`src/core/rtbm_defs.vh`:
```
// Contract
// - three-bit size code: 000 single/double, 001..111 circular 128..8192 words
// - per-subaddress interrupts: every message (not in legacy compatible mode), and circular buffer rollover, control-word enabled
// - mode code interrupt decided from a separate table in RAM
// - legacy compatible mode forces single-message buffering everywhere
// - area select bit 13 of config register 1 picks the lookup table set
// - received command word written to descriptor word four
// - lookup index from T/R, subaddress, optional broadcast; pointer read from active table
// - a single message data block never exceeds 32 words
// - single-message mode leaves lookup pointer unchanged
// - lookup entry copied to descriptor word three at message start
// - circular mode accesses consecutive words from the current pointer
// - circular mode writes back pointer after last word at message end
// - option suppresses circular update after an invalid receive or broadcast
// - circular buffers aligned on their size and wrap to their start
// - double buffering only for receive and broadcast, selected per subaddress
// - double buffer mode stores data into the active block
// - valid double-buffered message toggles pointer bit 5 and writes it back
// - descriptor words three and four written at message start only
`ifndef RTBM_DEFS_VH
`define RTBM_DEFS_VH
`define RTBM_SP_A        16'h0100
`define RTBM_SP_B        16'h0104
`define RTBM_LUT_A       16'h0140
`define RTBM_LUT_B       16'h01C0
`define RTBM_LUT_TX      16'h0020
`define RTBM_LUT_BC      16'h0040
`define RTBM_LUT_SACW    16'h0060
`define RTBM_MCI_TABLE   16'h0108
`define RTBM_AREA_BIT    13
`define RTBM_DBL_BIT     5
`define RTBM_MAX_BLOCK   32
// subaddress control word field positions (per direction, unshifted for bcst, shift by 5 for rx, 10 for tx; DBL is bit 15 of the whole word, never shifted)
`define RTBM_SACW_SIZE_LO 0
`define RTBM_SACW_CIRC_IRQ 3
`define RTBM_SACW_MSG_IRQ  4
`define RTBM_SACW_DBL     15
`define RTBM_REG_CFG1    4'h0
`define RTBM_REG_STAT    4'h1
`define RTBM_REG_PTR     4'h2
`define RTBM_REG_IRQ     4'h3
`endif

```
`src/core/rtbm_manager.v`:
```
`timescale 1ns/1ps
`include "rtbm_defs.vh"
module rtbm_manager (
  input  wire        mclk,
  input  wire        resetn,
  // register port
  input  wire [3:0]  reg_addr,
  input  wire [15:0] reg_wdata,
  input  wire        reg_wr,
  input  wire        reg_rd,
  output wire [15:0] reg_rdata,
  // protocol engine side
  input  wire        msg_start,
  input  wire [15:0] cmd_word,
  input  wire        cmd_bcst,
  input  wire        bcst_sep,
  input  wire        legacy_compat_mode,
  input  wire        no_upd_invalid,
  input  wire        word_req,
  input  wire [15:0] word_wdata,
  output reg  [15:0] word_rdata,
  output reg         word_ack,
  input  wire        msg_end,
  input  wire        msg_valid,
  input  wire [15:0] desc_addr,
  output reg         busy,
  output reg         irq_msg,
  output reg         irq_rollover,
  output reg         irq_mode,
  // shared ram side
  output reg  [15:0] ram_addr,
  output reg  [15:0] ram_wdata,
  output reg         ram_wr,
  output reg         ram_rd,
  input  wire [15:0] ram_rdata,
  input  wire        ram_ack
);
  localparam S_IDLE   = 4'h0;
  localparam S_RDPTR  = 4'h1;
  localparam S_RDSACW = 4'h2;
  localparam S_DESC3  = 4'h3;
  localparam S_DESC4  = 4'h4;
  localparam S_DATA   = 4'h5;
  localparam S_WORD   = 4'h6;
  localparam S_UPD    = 4'h7;
  localparam S_MCI    = 4'h8;

  wire [15:0] cfg1;
  reg  [3:0]  state;
  reg  [15:0] ptr;
  reg  [15:0] sacw;
  reg  [15:0] cmd;
  reg         bcst;
  reg  [5:0]  count;
  reg  [15:0] lut_addr;
  reg         rolled;
  wire        tx      = cmd[10];
  wire [4:0]  sa      = cmd[9:5];
  wire        mode_sa = (sa == 5'h00) || (sa == 5'h1F);
  wire [15:0] lut_base = cfg1[`RTBM_AREA_BIT] ? `RTBM_LUT_B : `RTBM_LUT_A;
  wire [15:0] next_ptr;
  wire        wrapped;
  reg  [4:0]  sacw_fld;
  reg  [2:0]  size_code;
  reg         dbl_en;

  rtbm_regs u_regs (
    .mclk      (mclk),
    .resetn    (resetn),
    .reg_addr  (reg_addr),
    .reg_wdata (reg_wdata),
    .reg_wr    (reg_wr),
    .reg_rd    (reg_rd),
    .reg_rdata (reg_rdata),
    .stat_in   ({12'h000, state}),
    .ptr_in    (ptr),
    .irq_in    ({13'h0000, irq_mode, irq_rollover, irq_msg}),
    .cfg1      (cfg1)
  );

  always @* begin
    sacw_fld = tx ? sacw[14:10] : (bcst ? sacw[4:0] : sacw[9:5]);
    size_code = sacw_fld[2:0];
    dbl_en = sacw[`RTBM_SACW_DBL] && !tx;
    if (legacy_compat_mode) begin
      size_code = 3'h0;
      dbl_en = 1'b0;
    end
  end

  rtbm_ptr_calc u_calc (
    .ptr       (ptr),
    .size_code (size_code),
    .count     (count),
    .next_ptr  (next_ptr),
    .wrapped   (wrapped)
  );

  ////////////////////////////////////////////////////////////////////////////
  always @(posedge mclk or negedge resetn) begin
    if (!resetn) begin
      state <= S_IDLE;
      ptr <= 16'h0000;
      sacw <= 16'h0000;
      cmd <= 16'h0000;
      bcst <= 1'b0;
      count <= 6'h00;
      lut_addr <= 16'h0000;
      rolled <= 1'b0;
      busy <= 1'b0;
      word_ack <= 1'b0;
      word_rdata <= 16'h0000;
      irq_msg <= 1'b0;
      irq_rollover <= 1'b0;
      irq_mode <= 1'b0;
      ram_addr <= 16'h0000;
      ram_wdata <= 16'h0000;
      ram_wr <= 1'b0;
      ram_rd <= 1'b0;
    end else begin
      word_ack <= 1'b0;
      irq_msg <= 1'b0;
      irq_rollover <= 1'b0;
      irq_mode <= 1'b0;
      case (state)
        S_IDLE: begin
          if (msg_start) begin
            cmd <= cmd_word;
            bcst <= cmd_bcst && bcst_sep;
            count <= 6'h00;
            rolled <= 1'b0;
            busy <= 1'b1;
            lut_addr <= lut_base + (cmd_word[10] ? `RTBM_LUT_TX :
                        ((cmd_bcst && bcst_sep) ? `RTBM_LUT_BC : 16'h0000)) +
                        {11'h000, cmd_word[9:5]};
            ram_addr <= lut_base + (cmd_word[10] ? `RTBM_LUT_TX :
                        ((cmd_bcst && bcst_sep) ? `RTBM_LUT_BC : 16'h0000)) +
                        {11'h000, cmd_word[9:5]};
            ram_rd <= 1'b1;
            state <= S_RDPTR;
          end
        end
        S_RDPTR: begin
          if (ram_ack) begin
            ptr <= ram_rdata;
            ram_addr <= lut_base + `RTBM_LUT_SACW + {11'h000, sa};
            state <= S_RDSACW;
          end
        end
        S_RDSACW: begin
          if (ram_ack) begin
            sacw <= ram_rdata;
            ram_rd <= 1'b0;
            ram_addr <= desc_addr + 16'h0002;
            ram_wdata <= ptr;
            ram_wr <= 1'b1;
            state <= S_DESC3;
          end
        end
        S_DESC3: begin
          if (ram_ack) begin
            ram_addr <= desc_addr + 16'h0003;
            ram_wdata <= cmd;
            state <= S_DESC4;
          end
        end
        S_DESC4: begin
          if (ram_ack) begin
            ram_wr <= 1'b0;
            state <= S_DATA;
          end
        end
        S_DATA: begin
          if (msg_end) begin
            state <= S_UPD;
          end else if (word_req && !word_ack && count < `RTBM_MAX_BLOCK) begin
            if (size_code != 3'h0)
              ram_addr <= next_ptr;
            else
              ram_addr <= ptr + {10'h000, count};
            if (size_code != 3'h0 && wrapped)
              rolled <= 1'b1;
            ram_wdata <= word_wdata;
            ram_wr <= !tx;
            ram_rd <= tx;
            state <= S_WORD;
          end
        end
        S_WORD: begin
          if (ram_ack) begin
            word_rdata <= ram_rdata;
            word_ack <= 1'b1;
            ram_wr <= 1'b0;
            ram_rd <= 1'b0;
            count <= count + 6'h01;
            state <= S_DATA;
          end
        end
        S_UPD: begin
          ram_addr <= lut_addr;
          ram_wr <= 1'b0;
          state <= S_MCI;
          if (size_code != 3'h0) begin
            if (msg_valid || !(no_upd_invalid && !tx)) begin
              ram_wdata <= next_ptr;
              ram_wr <= 1'b1;
              ptr <= next_ptr;
            end
          end else if (dbl_en && msg_valid) begin
            ram_wdata <= ptr ^ (16'h0001 << `RTBM_DBL_BIT);
            ram_wr <= 1'b1;
            ptr <= ptr ^ (16'h0001 << `RTBM_DBL_BIT);
          end // single message: pointer kept
          irq_msg <= sacw_fld[`RTBM_SACW_MSG_IRQ] && !legacy_compat_mode;
          irq_rollover <= sacw_fld[`RTBM_SACW_CIRC_IRQ] && (rolled ||
                          (size_code != 3'h0 && wrapped));
        end
        S_MCI: begin
          if (ram_wr && !ram_ack) begin
            state <= S_MCI;
          end else if (mode_sa && !ram_rd) begin
            ram_wr <= 1'b0;
            ram_rd <= 1'b1;
            ram_addr <= `RTBM_MCI_TABLE + {13'h0000, bcst, tx, cmd[4]};
          end else if (mode_sa && ram_ack) begin
            ram_rd <= 1'b0;
            irq_mode <= ram_rdata[cmd[3:0]];
            busy <= 1'b0;
            state <= S_IDLE;
          end else if (!mode_sa) begin
            ram_wr <= 1'b0;
            busy <= 1'b0;
            state <= S_IDLE;
          end
        end
        default: state <= S_IDLE;
      endcase
    end
  end
endmodule

```
`src/core/rtbm_ptr_calc.v`:
```
`timescale 1ns/1ps
module rtbm_ptr_calc (
  input  wire [15:0] ptr,
  input  wire [2:0]  size_code,
  input  wire [5:0]  count,
  output reg  [15:0] next_ptr,
  output reg         wrapped
);
  reg [15:0] mask;
  reg [15:0] low;
  always @* begin
    mask = 16'h0000;
    low = 16'h0000;
    next_ptr = ptr;
    wrapped = 1'b0;
    if (size_code != 3'h0) begin
      mask = (16'h0080 << (size_code - 3'h1)) - 16'h0001;
      low = ((ptr & mask) + {10'h000, count}) & mask;
      next_ptr = (ptr & ~mask) | low;
      wrapped = ((ptr & mask) + {10'h000, count}) > mask;
    end
  end
endmodule

```
`src/core/rtbm_regs.v`:
```
`timescale 1ns/1ps
`include "rtbm_defs.vh"
module rtbm_regs (
  input  wire        mclk,
  input  wire        resetn,
  input  wire [3:0]  reg_addr,
  input  wire [15:0] reg_wdata,
  input  wire        reg_wr,
  input  wire        reg_rd,
  output reg  [15:0] reg_rdata,
  input  wire [15:0] stat_in,
  input  wire [15:0] ptr_in,
  input  wire [15:0] irq_in,
  output reg  [15:0] cfg1
);
  always @(posedge mclk or negedge resetn) begin
    if (!resetn) begin
      cfg1 <= 16'h0000;
      reg_rdata <= 16'h0000;
    end else begin
      if (reg_wr && reg_addr == `RTBM_REG_CFG1)
        cfg1 <= reg_wdata;
      if (reg_rd) begin
        case (reg_addr)
          `RTBM_REG_CFG1: reg_rdata <= cfg1;
          `RTBM_REG_STAT: reg_rdata <= stat_in;
          `RTBM_REG_PTR:  reg_rdata <= ptr_in;
          `RTBM_REG_IRQ:  reg_rdata <= irq_in;
          default:        reg_rdata <= 16'h0000;
        endcase
      end else begin
        reg_rdata <= 16'h0000;
      end
    end
  end
endmodule

```
`config.mk`:
```
export PLATFORM = sky130hd
export DESIGN_NAME = rtbm_manager
export DESIGN_NICKNAME = d
export VERILOG_FILES = /design/src/core/rtbm_manager.v /design/src/core/rtbm_ptr_calc.v /design/src/core/rtbm_regs.v
export VERILOG_INCLUDE_DIRS = /design/src /design/src/core
export SDC_FILE = /design/constraint.sdc
export NUM_CORES = 1
export LEC_CHECK = 0
export ABC_AREA = 1
export BUFFER_PORTS_ARGS = -buffer_cell sky130_fd_sc_hd__buf_2
export CAP_MARGIN = 15
export CORE_MARGIN = 2
export CORE_UTILIZATION = 43
export CTS_BUF_LIST = sky130_fd_sc_hd__clkbuf_4
export CTS_CLUSTER_SIZE = 14
export DETAILED_ROUTE_END_ITERATION = 8
export HOLD_SLACK_MARGIN = 0.03
export PLACE_DENSITY = 0.66
export SYNTH_ARGS = -nofsm -noshare
export SYNTH_HDL_FRONTEND = slang
export SYNTH_HIERARCHICAL = 1
export SYNTH_SLANG_ARGS = --single-unit
```
`constraint.sdc`:
```
create_clock -name mclk -period 3.37 [get_ports mclk]
set_input_delay 0.674 -clock mclk [delete_from_list [all_inputs] [get_ports mclk]]
set_output_delay 0.674 -clock mclk [all_outputs]
set_load 0.01 [all_outputs]
```
Word level (Yosys, flattened, before mapping):

Cells that the tools add are included.

* register bits after elaboration: 163
* input port bits: 97

* $lt $le $gt $ge: 3
* mux-type cells: 85
* reduce and logical (&&, ||, !) cells: 49
* eq/ne operators: 36
* shifts and indexed selects: 1
* $add $sub $neg: 12
* bitwise logic cells: 6

Operator list (count)
* two-way mux 16 bit: 19
* one-hot mux 16 bit (4 select lines): 2
* one-hot mux 16 bit (7 select lines): 1
* AND 16 bit: 3
* two-way mux 4 bit: 11
* two-way mux 1 bit: 35
* adder 16 x 2 -> 16 bit, second input constant: 2
* adder 16 x 6 -> 16 bit: 2
* one-hot mux 16 bit (2 select lines): 1
* one-hot mux 4 bit (8 select lines): 1
* != test 2 bit, second input constant: 13
* != test 3 bit, second input constant: 8
* adder 10 x 5 -> 11 bit: 2
* two-way mux 6 bit: 3
* equality test 4 x 2 -> 1 bit, second input constant: 4
* equality test 4 x 3 -> 1 bit, second input constant: 4
* > comparator 16 bit: 1
* NOT 16 bit: 1
* bitwise OR 16 bit: 1
* AND reduction 8 bit: 2
* << shifter 8 x 3 -> 16 bit, first input constant: 1
* subtractor 16 x 1 -> 16 bit, second input constant: 1
* two-way mux 7 bit: 2
* AND reduction 7 bit: 2
* other kinds (37): 70

Depth between registers and ports, before layout:

* word-level depth: 15
* depth in mapped cells: 29
* mapped depth without buffers: 29

Cells and area by module:

The synthesis kept the hierarchy.

By module, submodules not included
* rtbm_manager: seq. area each 2977.9 sq um, instances 1, cells an instance 1197, area each 8051.5 sq um
* rtbm_regs: seq. area each 800.8 sq um, instances 1, cells an instance 234, area each 1821.7 sq um
* rtbm_ptr_calc: seq. area each 0.0 sq um, instances 1, cells an instance 201, area each 1108.6 sq um

Worst setup path after synthesis:

Ideal clock, no wire load.

* kind: input port to flip-flop
* start point: input legacy_compat_mode
* end point: register rolled
* stages: 26
* arrival: 3721 ps
* buffers on the path: 0
* setup time: 78 ps
* setup slack: -429 ps
* data required time: 3292 ps
* cell sequence: nor2_1 > nand2_1 > o21ai_2 > inv_2 > nor2_2 > nand2_2 > ha_1 > inv_1 > nand4_1 > nand2_2 > nand2_1 > nor2_2 > nand3_1 > nor2_2 > xnor2_1 > ha_1 > nand4_1 > nor3_1 > nand2_1 > o211ai_1 > nand2_1 > nor2_1 > nand3_1 > o21ai_0 > nand3_1 > a21oi_1

* word-level cells in the longest chain between the ends: 11
* elaborated cells between the ends (all ways): 12
* classes of those cells: 3 x add/sub; 1 x order compare; 1 x eq/ne; 1 x shift; 2 x mux; 1 x bitwise; 3 x reduce/logical

Ends and longest elaborated chain
* from (decl): RTL line rtbm_manager.v:17 `input wire legacy_compat_mode,`
* two-way mux 3 bit (*): RTL line rtbm_manager.v:85 `if (legacy_compat_mode) begin`
* via size_code[0]: RTL line rtbm_manager.v:64 `reg [2:0] size_code;`
* subtractor 3 x 1 -> 3 bit: RTL line rtbm_ptr_calc.v:17 `mask = (16'h0080 << (size_code - 3'h1)) - 16'h0001;`
* << shifter 8 x 3 -> 16 bit: RTL line rtbm_ptr_calc.v:17
* subtractor 16 x 1 -> 16 bit: RTL line rtbm_ptr_calc.v:17
* AND 16 bit: RTL line rtbm_ptr_calc.v:20 `wrapped = ((ptr & mask) + {10'h000, count}) > mask;`
* adder 16 x 6 -> 16 bit: RTL line rtbm_ptr_calc.v:20
* > comparator 16 bit: RTL line rtbm_ptr_calc.v:20
* two-way mux 1 bit (*): RTL line rtbm_ptr_calc.v:16 `if (size_code != 3'h0) begin`
* via wrapped: RTL line rtbm_manager.v:62 `wire wrapped;`
* logical AND 1 bit (*): RTL line rtbm_manager.v:181 `if (size_code != 3'h0 && wrapped)`
* != test 2 bit (no line) (*)
* AND reduction 5 bit (no line) (*)
* to (signal assigned): RTL line rtbm_manager.v:109 `rolled <= 1'b0;`
* to (signal assigned): RTL line rtbm_manager.v:131 `rolled <= 1'b0;`
* to (signal assigned): RTL line rtbm_manager.v:182 `rolled <= 1'b1;`
* to (decl): RTL line rtbm_manager.v:56 `reg rolled;`

The timed path passes the listed nets; every way through them passes the cells marked *.
A chain may end at the register's enable or synchronous reset.

Final worst setup path:

* start point: register bcst
* end point: register irq_rollover

* word-level cells in the longest chain between the ends: 14
* elaborated cells between the ends (all ways): 15
* classes of those cells: 3 x add/sub; 1 x order compare; 1 x shift; 5 x mux; 1 x bitwise; 4 x reduce/logical

Ends and longest elaborated chain
* from (decl): RTL line rtbm_manager.v:53 `reg bcst;`
* from (signal assigned): RTL line rtbm_manager.v:129 `bcst <= cmd_bcst && bcst_sep;`
* two-way mux 5 bit (*) (2 in series): RTL line rtbm_manager.v:82 `sacw_fld = tx ? sacw[14:10] : (bcst ? sacw[4:0] : sacw[9:5]);`
* two-way mux 3 bit (*): RTL line rtbm_manager.v:85
* via size_code[1]: RTL line rtbm_manager.v:64
* subtractor 3 x 1 -> 3 bit: RTL line rtbm_ptr_calc.v:17
* << shifter 8 x 3 -> 16 bit: RTL line rtbm_ptr_calc.v:17
* subtractor 16 x 1 -> 16 bit: RTL line rtbm_ptr_calc.v:17
* AND 16 bit: RTL line rtbm_ptr_calc.v:20
* adder 16 x 6 -> 16 bit: RTL line rtbm_ptr_calc.v:20
* > comparator 16 bit: RTL line rtbm_ptr_calc.v:20
* two-way mux 1 bit (*): RTL line rtbm_ptr_calc.v:16
* via wrapped: RTL line rtbm_manager.v:62
* logical AND 1 bit (*): RTL line rtbm_manager.v:216 `(size_code != 3'h0 && wrapped));`
* logical OR 1 bit (*): RTL line rtbm_manager.v:215 `` irq_rollover <= sacw_fld[`RTBM_SACW_CIRC_IRQ] && (rolled || ``
* logical AND 1 bit (*): RTL line rtbm_manager.v:215
* two-way mux 1 bit (*): RTL line rtbm_manager.v:125 `case (state)`
* to (signal assigned): RTL line rtbm_manager.v:215
* to (decl): RTL line rtbm_manager.v:28 `output reg irq_rollover,`

Marked as above.

==> metrics.md <==
| Metric | Value |
|---|---|
| Fin. max-slew vios | 0 |
| TritonRoute pass-1 iters | 6 |
| CTS tree | built |
| Flops & latches, synth | roughly 150 |
| CP required | 3.86 ns |
| DRT antenna net count | 0 |
| Final min period | 3.537 ns |
| Dpl cell area | 12470 sq um |
| GPL Wtd Cong | roughly 1 |
| I/O pin count | 168 |
| Pleak | 0.007029 uW |
| H-Tree Depth | 4 |
| All-Layer GR Usage | 28.25% |
| Layout cells sized above 1 | 21.36% |
| Row count | 58 |
| Unrepaired setup endpoints after global routing | true |
| IO buf count | 167 |
| DP Wirelength | roughly 29 mm |
| Mux cell area share after synthesis | less than 1% |
| CTS clk-pin slew, worst paths | 0.20 ns |
| Ys flop type | dfrtp_1 |
| Iteration-0 DRC Markers | 1119 |
| Setup ws final | -0.1670 ns |
| CTS root buf | clkbuf_4 |
| Die area | 26830 sq um |
| Routed vias/inst | 5.273 |
| Total number of vias | 11.58k |
| Critical path arrival | 4.02 ns |
| Crit path capture type | flop |
| Post-synthesis compound-gate area fraction | about an eighth |
| Slew HR | 40.28% |
| YS warnings | 6 |
| Slew @ Worst Pin | 0.8937 ns |
| Post-Syn Area | 10980 sq um |
| WL/cell | roughly 17 um |
| Pin count of the biggest net entering global routing | 80 |
| Area share of fa/ha/maj cells after synthesis | 3.441% |
| Syn_area_per_cell | 6.729 sq um |
| Peak supply drop | 0.3991 mV |
| Setup tns final | -0.3227 ns |
| Fmax | 0.2827 GHz |
| WS Path Type | reg2reg |
| Worst skew pair latency | approximately 0.63 ns |
| Distinct cells, synth | 57 |
| Tcrit/Tclk final | 105.0% |
| Die Y | approximately 160 um |
| Max Cap Violations | 0 |
| Number of global-route vias before repair | 10.69k |
| Overflow after GRT | 0 |
| Clock sinks | 151 |
| First-pass GRT wire length | 58.66 mm |
| Syn Inst Count | 1632 |
| P per Cell Area | 924.2 nW/um^2 |
| Post-Route Skew | 0.04843 ns |
| Initial antenna violation count | 2 |
| Main combinational cell family by area after synthesis | simple AND/OR/NAND/NOR gates |
| Area of the core | 25110 sq um |
| Power, Total | roughly 12000 uW |
| Design area | 12970 sq um |
| Post-synth ARST share | 100.0% |
| CTS Buf Count | 17 |
| Register area share after synthesis | 34.41% |
| Status | finished with violations |
| Final WL | about 37 mm |
| Worst Hold Class | in2reg |
| Simple-Gate Fraction of Synth Area | 37.60% |
| Synth Area in XOR/XNOR | 1.196% |
| Worst-path fanout max | 6 |
| Failing checks | negative setup slack |
| Initial core utilization | 43.74% |
| Worst slack at placement | -0.6261 ns |
| Endpoints failing setup | 2 |
| Final Net Count | 1976 |
| Area delta synth->final | 18.15% |
| Layout Utilization | between 50 and 60% |
| CP Launch Type | flop |
| Maximum root-to-sink buffer count | 2 |
| Final hold vios | 0 |
| Chip width | 163.8 um |
| DRC | 0 |
| Number of synthesized flops with an enable pin | 0 |
[cell families (layout without fill, tap and decap cells)]
family                     Yosys count  in the layout
AOI/OAI and AO/OA                  247            247
xor gates and xnor gates            15             15
adders and majority gates           29             29
buffers and inverters              266            473
DFF                                151            151
muxes                                1              1
other                                2             29
and+or+nand+nor                    921            921
[cell usage after synthesis (2+ instances only)]
cell / instances / share of area (%)
a21oi_1: 49 / 2.2
a21oi_2: 4 / 0.32
a221oi_1: 7 / 0.56
a31oi_1: 4 / 0.23
buf_1: 3 / 0.10
buf_2: 26 / 1.2
buf_4: 5 / 0.34
buf_6: 11 / 1.1
clkbuf_1: 17 / 0.58
conb_1: 2 / 0.068
dfrtp_1: 151 / 34
fa_1: 2 / 0.36
ha_1: 27 / 3.1
inv_1: 180 / 6.2
inv_2: 18 / 0.62
inv_4: 4 / 0.23
nand2_1: 505 / 17
nand2_2: 16 / 0.91
nand2_4: 9 / 0.92
nand3_1: 188 / 8.6
nand3_2: 3 / 0.27
nand3_4: 3 / 0.48
nand4_1: 17 / 0.97
nand4_4: 2 / 0.39
nor2_1: 130 / 4.4
nor2_2: 8 / 0.46
nor2_4: 10 / 1.0
nor3_1: 14 / 0.64
nor4_1: 3 / 0.17
o2111ai_1: 2 / 0.16
o211ai_1: 5 / 0.34
o21ai_0: 135 / 6.2
o21ai_1: 12 / 0.55
o21ai_2: 18 / 1.4
o22ai_1: 3 / 0.17
or2_2: 5 / 0.28
xnor2_1: 9 / 0.72
xor2_1: 6 / 0.48
[final cells by class]
type                       count  area, sq um
antenna                        3        7.507
clock buffer                  17        127.6
clock inverter                15        202.7
fill                        2606        12130
inverter                     204        779.5
multi-input combinational   1239         6282
sequential                   151         3780
tap                          330        412.9
timing repair buffer         237         1383
[power by group]
part           switching (uW)  internal (uW)  leakage [uW]
logic                    4960           2630       0.00494
clock network             902            427      0.000174
registers                 570           2510       0.00191
[sequential cells by signal (all words and copies together), names as in the netlist]
| register | count |
|---|---|
| u_regs/cfg1 | 16 |
| word_ack | 1 |
| word_rdata | 16 |
| irq_mode | 1 |
| ram_wdata | 16 |
| cmd | 16 |
| count | 6 |
| sacw | 16 |
| state | 4 |
| u_regs/reg_rdata | 16 |
| busy | 1 |
| lut_addr | 4 |
| bcst | 1 |
| ram_rd | 1 |
| rolled | 1 |
| ram_addr | 16 |
| ram_wr | 1 |
| irq_msg | 1 |
| ptr | 16 |
| irq_rollover | 1 |
[worst paths after layout]
| kind | from | endpoint | slack [ns] | cells past startpoint |
|---|---|---|---|---|
| min | cmd_word[11] | cmd[11] | 0.25 | 3 |
| min in group asynchronous | resetn | word_rdata[2] | 0.51 | 2 |
| max | bcst | irq_rollover | -0.17 | 27 |
| max reg2reg | bcst | irq_rollover | -0.17 | 27 |
| min reg2reg | ram_addr[2] | ram_addr[2] | 0.50 | 2 |
| max in group asynchronous | resetn | u_regs/cfg1[6] | 2.03 | 3 |
[metal layers]
layer	vias up	global-route usage (%)	wire length [um]
met5	-	0	0
met4	0	10.57	1287
met3	78	3.763	2981
met2	509	43.14	16370
met1	5321	40.76	16750
li1	5671	-	-
[placed cells by master, fill, tap and decap left out, drive strengths merged, types with 2 or more instances in the layout]
cell type and n:
nor2 148, a31oi 4, or2 5, o211ai 5
nand2 531, clkbuf 17, fa 2, nand3 194
xor2 6, nor3b 2, clkinv 9, nor3 15
inv 209, conb 26, o2111ai 2, xnor2 9
nor4 3, buf 236, o21ai 165, nand4 20
dfrtp 151, ha 27, o22ai 3, diode 3
a21oi 54, a221oi 7
[what timing repair did]
item	4_1_cts	5_1_grt
hold endpoints to repair	37	0
pin swaps	19	15
setup buffers	7	4
gates resized for setup	14	9
hold buffers	1	0
setup endpoints to repair	2	2
[per-stage QoR]
stage / hold WS [ns] / std cells
CTS: 0.2177 / 2189
floorplan: 0.3784 / 1656
detailed placement: 0.4615 / 2149
global placement: 0.4571 / 2149
finish: 0.2459 / 2196
global route: 0.2217 / 2194
[critical path, cell delays in order, from the launching register on]
cell,delay [ns]
dfrtp_1,0.42
inv_2,0.11
nand2_2,0.05
nand2_1,0.06
o21ai_2,0.08
buf_4,0.15
nor2_4,0.11
nand2_2,0.08
ha_4,0.18
inv_4,0.05
nand4_1,0.08
nand2_2,0.12
nand2_2,0.08
nor2_4,0.09
nand3_2,0.08
nor2_2,0.12
xnor2_1,0.14
ha_1,0.26
buf_4,0.14
a21oi_2,0.12
nor2_1,0.06
a211oi_2,0.21
o211ai_1,0.13
nand2_1,0.13
nor2_4,0.05
buf_4,0.13
a21oi_2,0.13
nor3_2,0.05
Note: power is estimated with default switching activity, not from simulation.
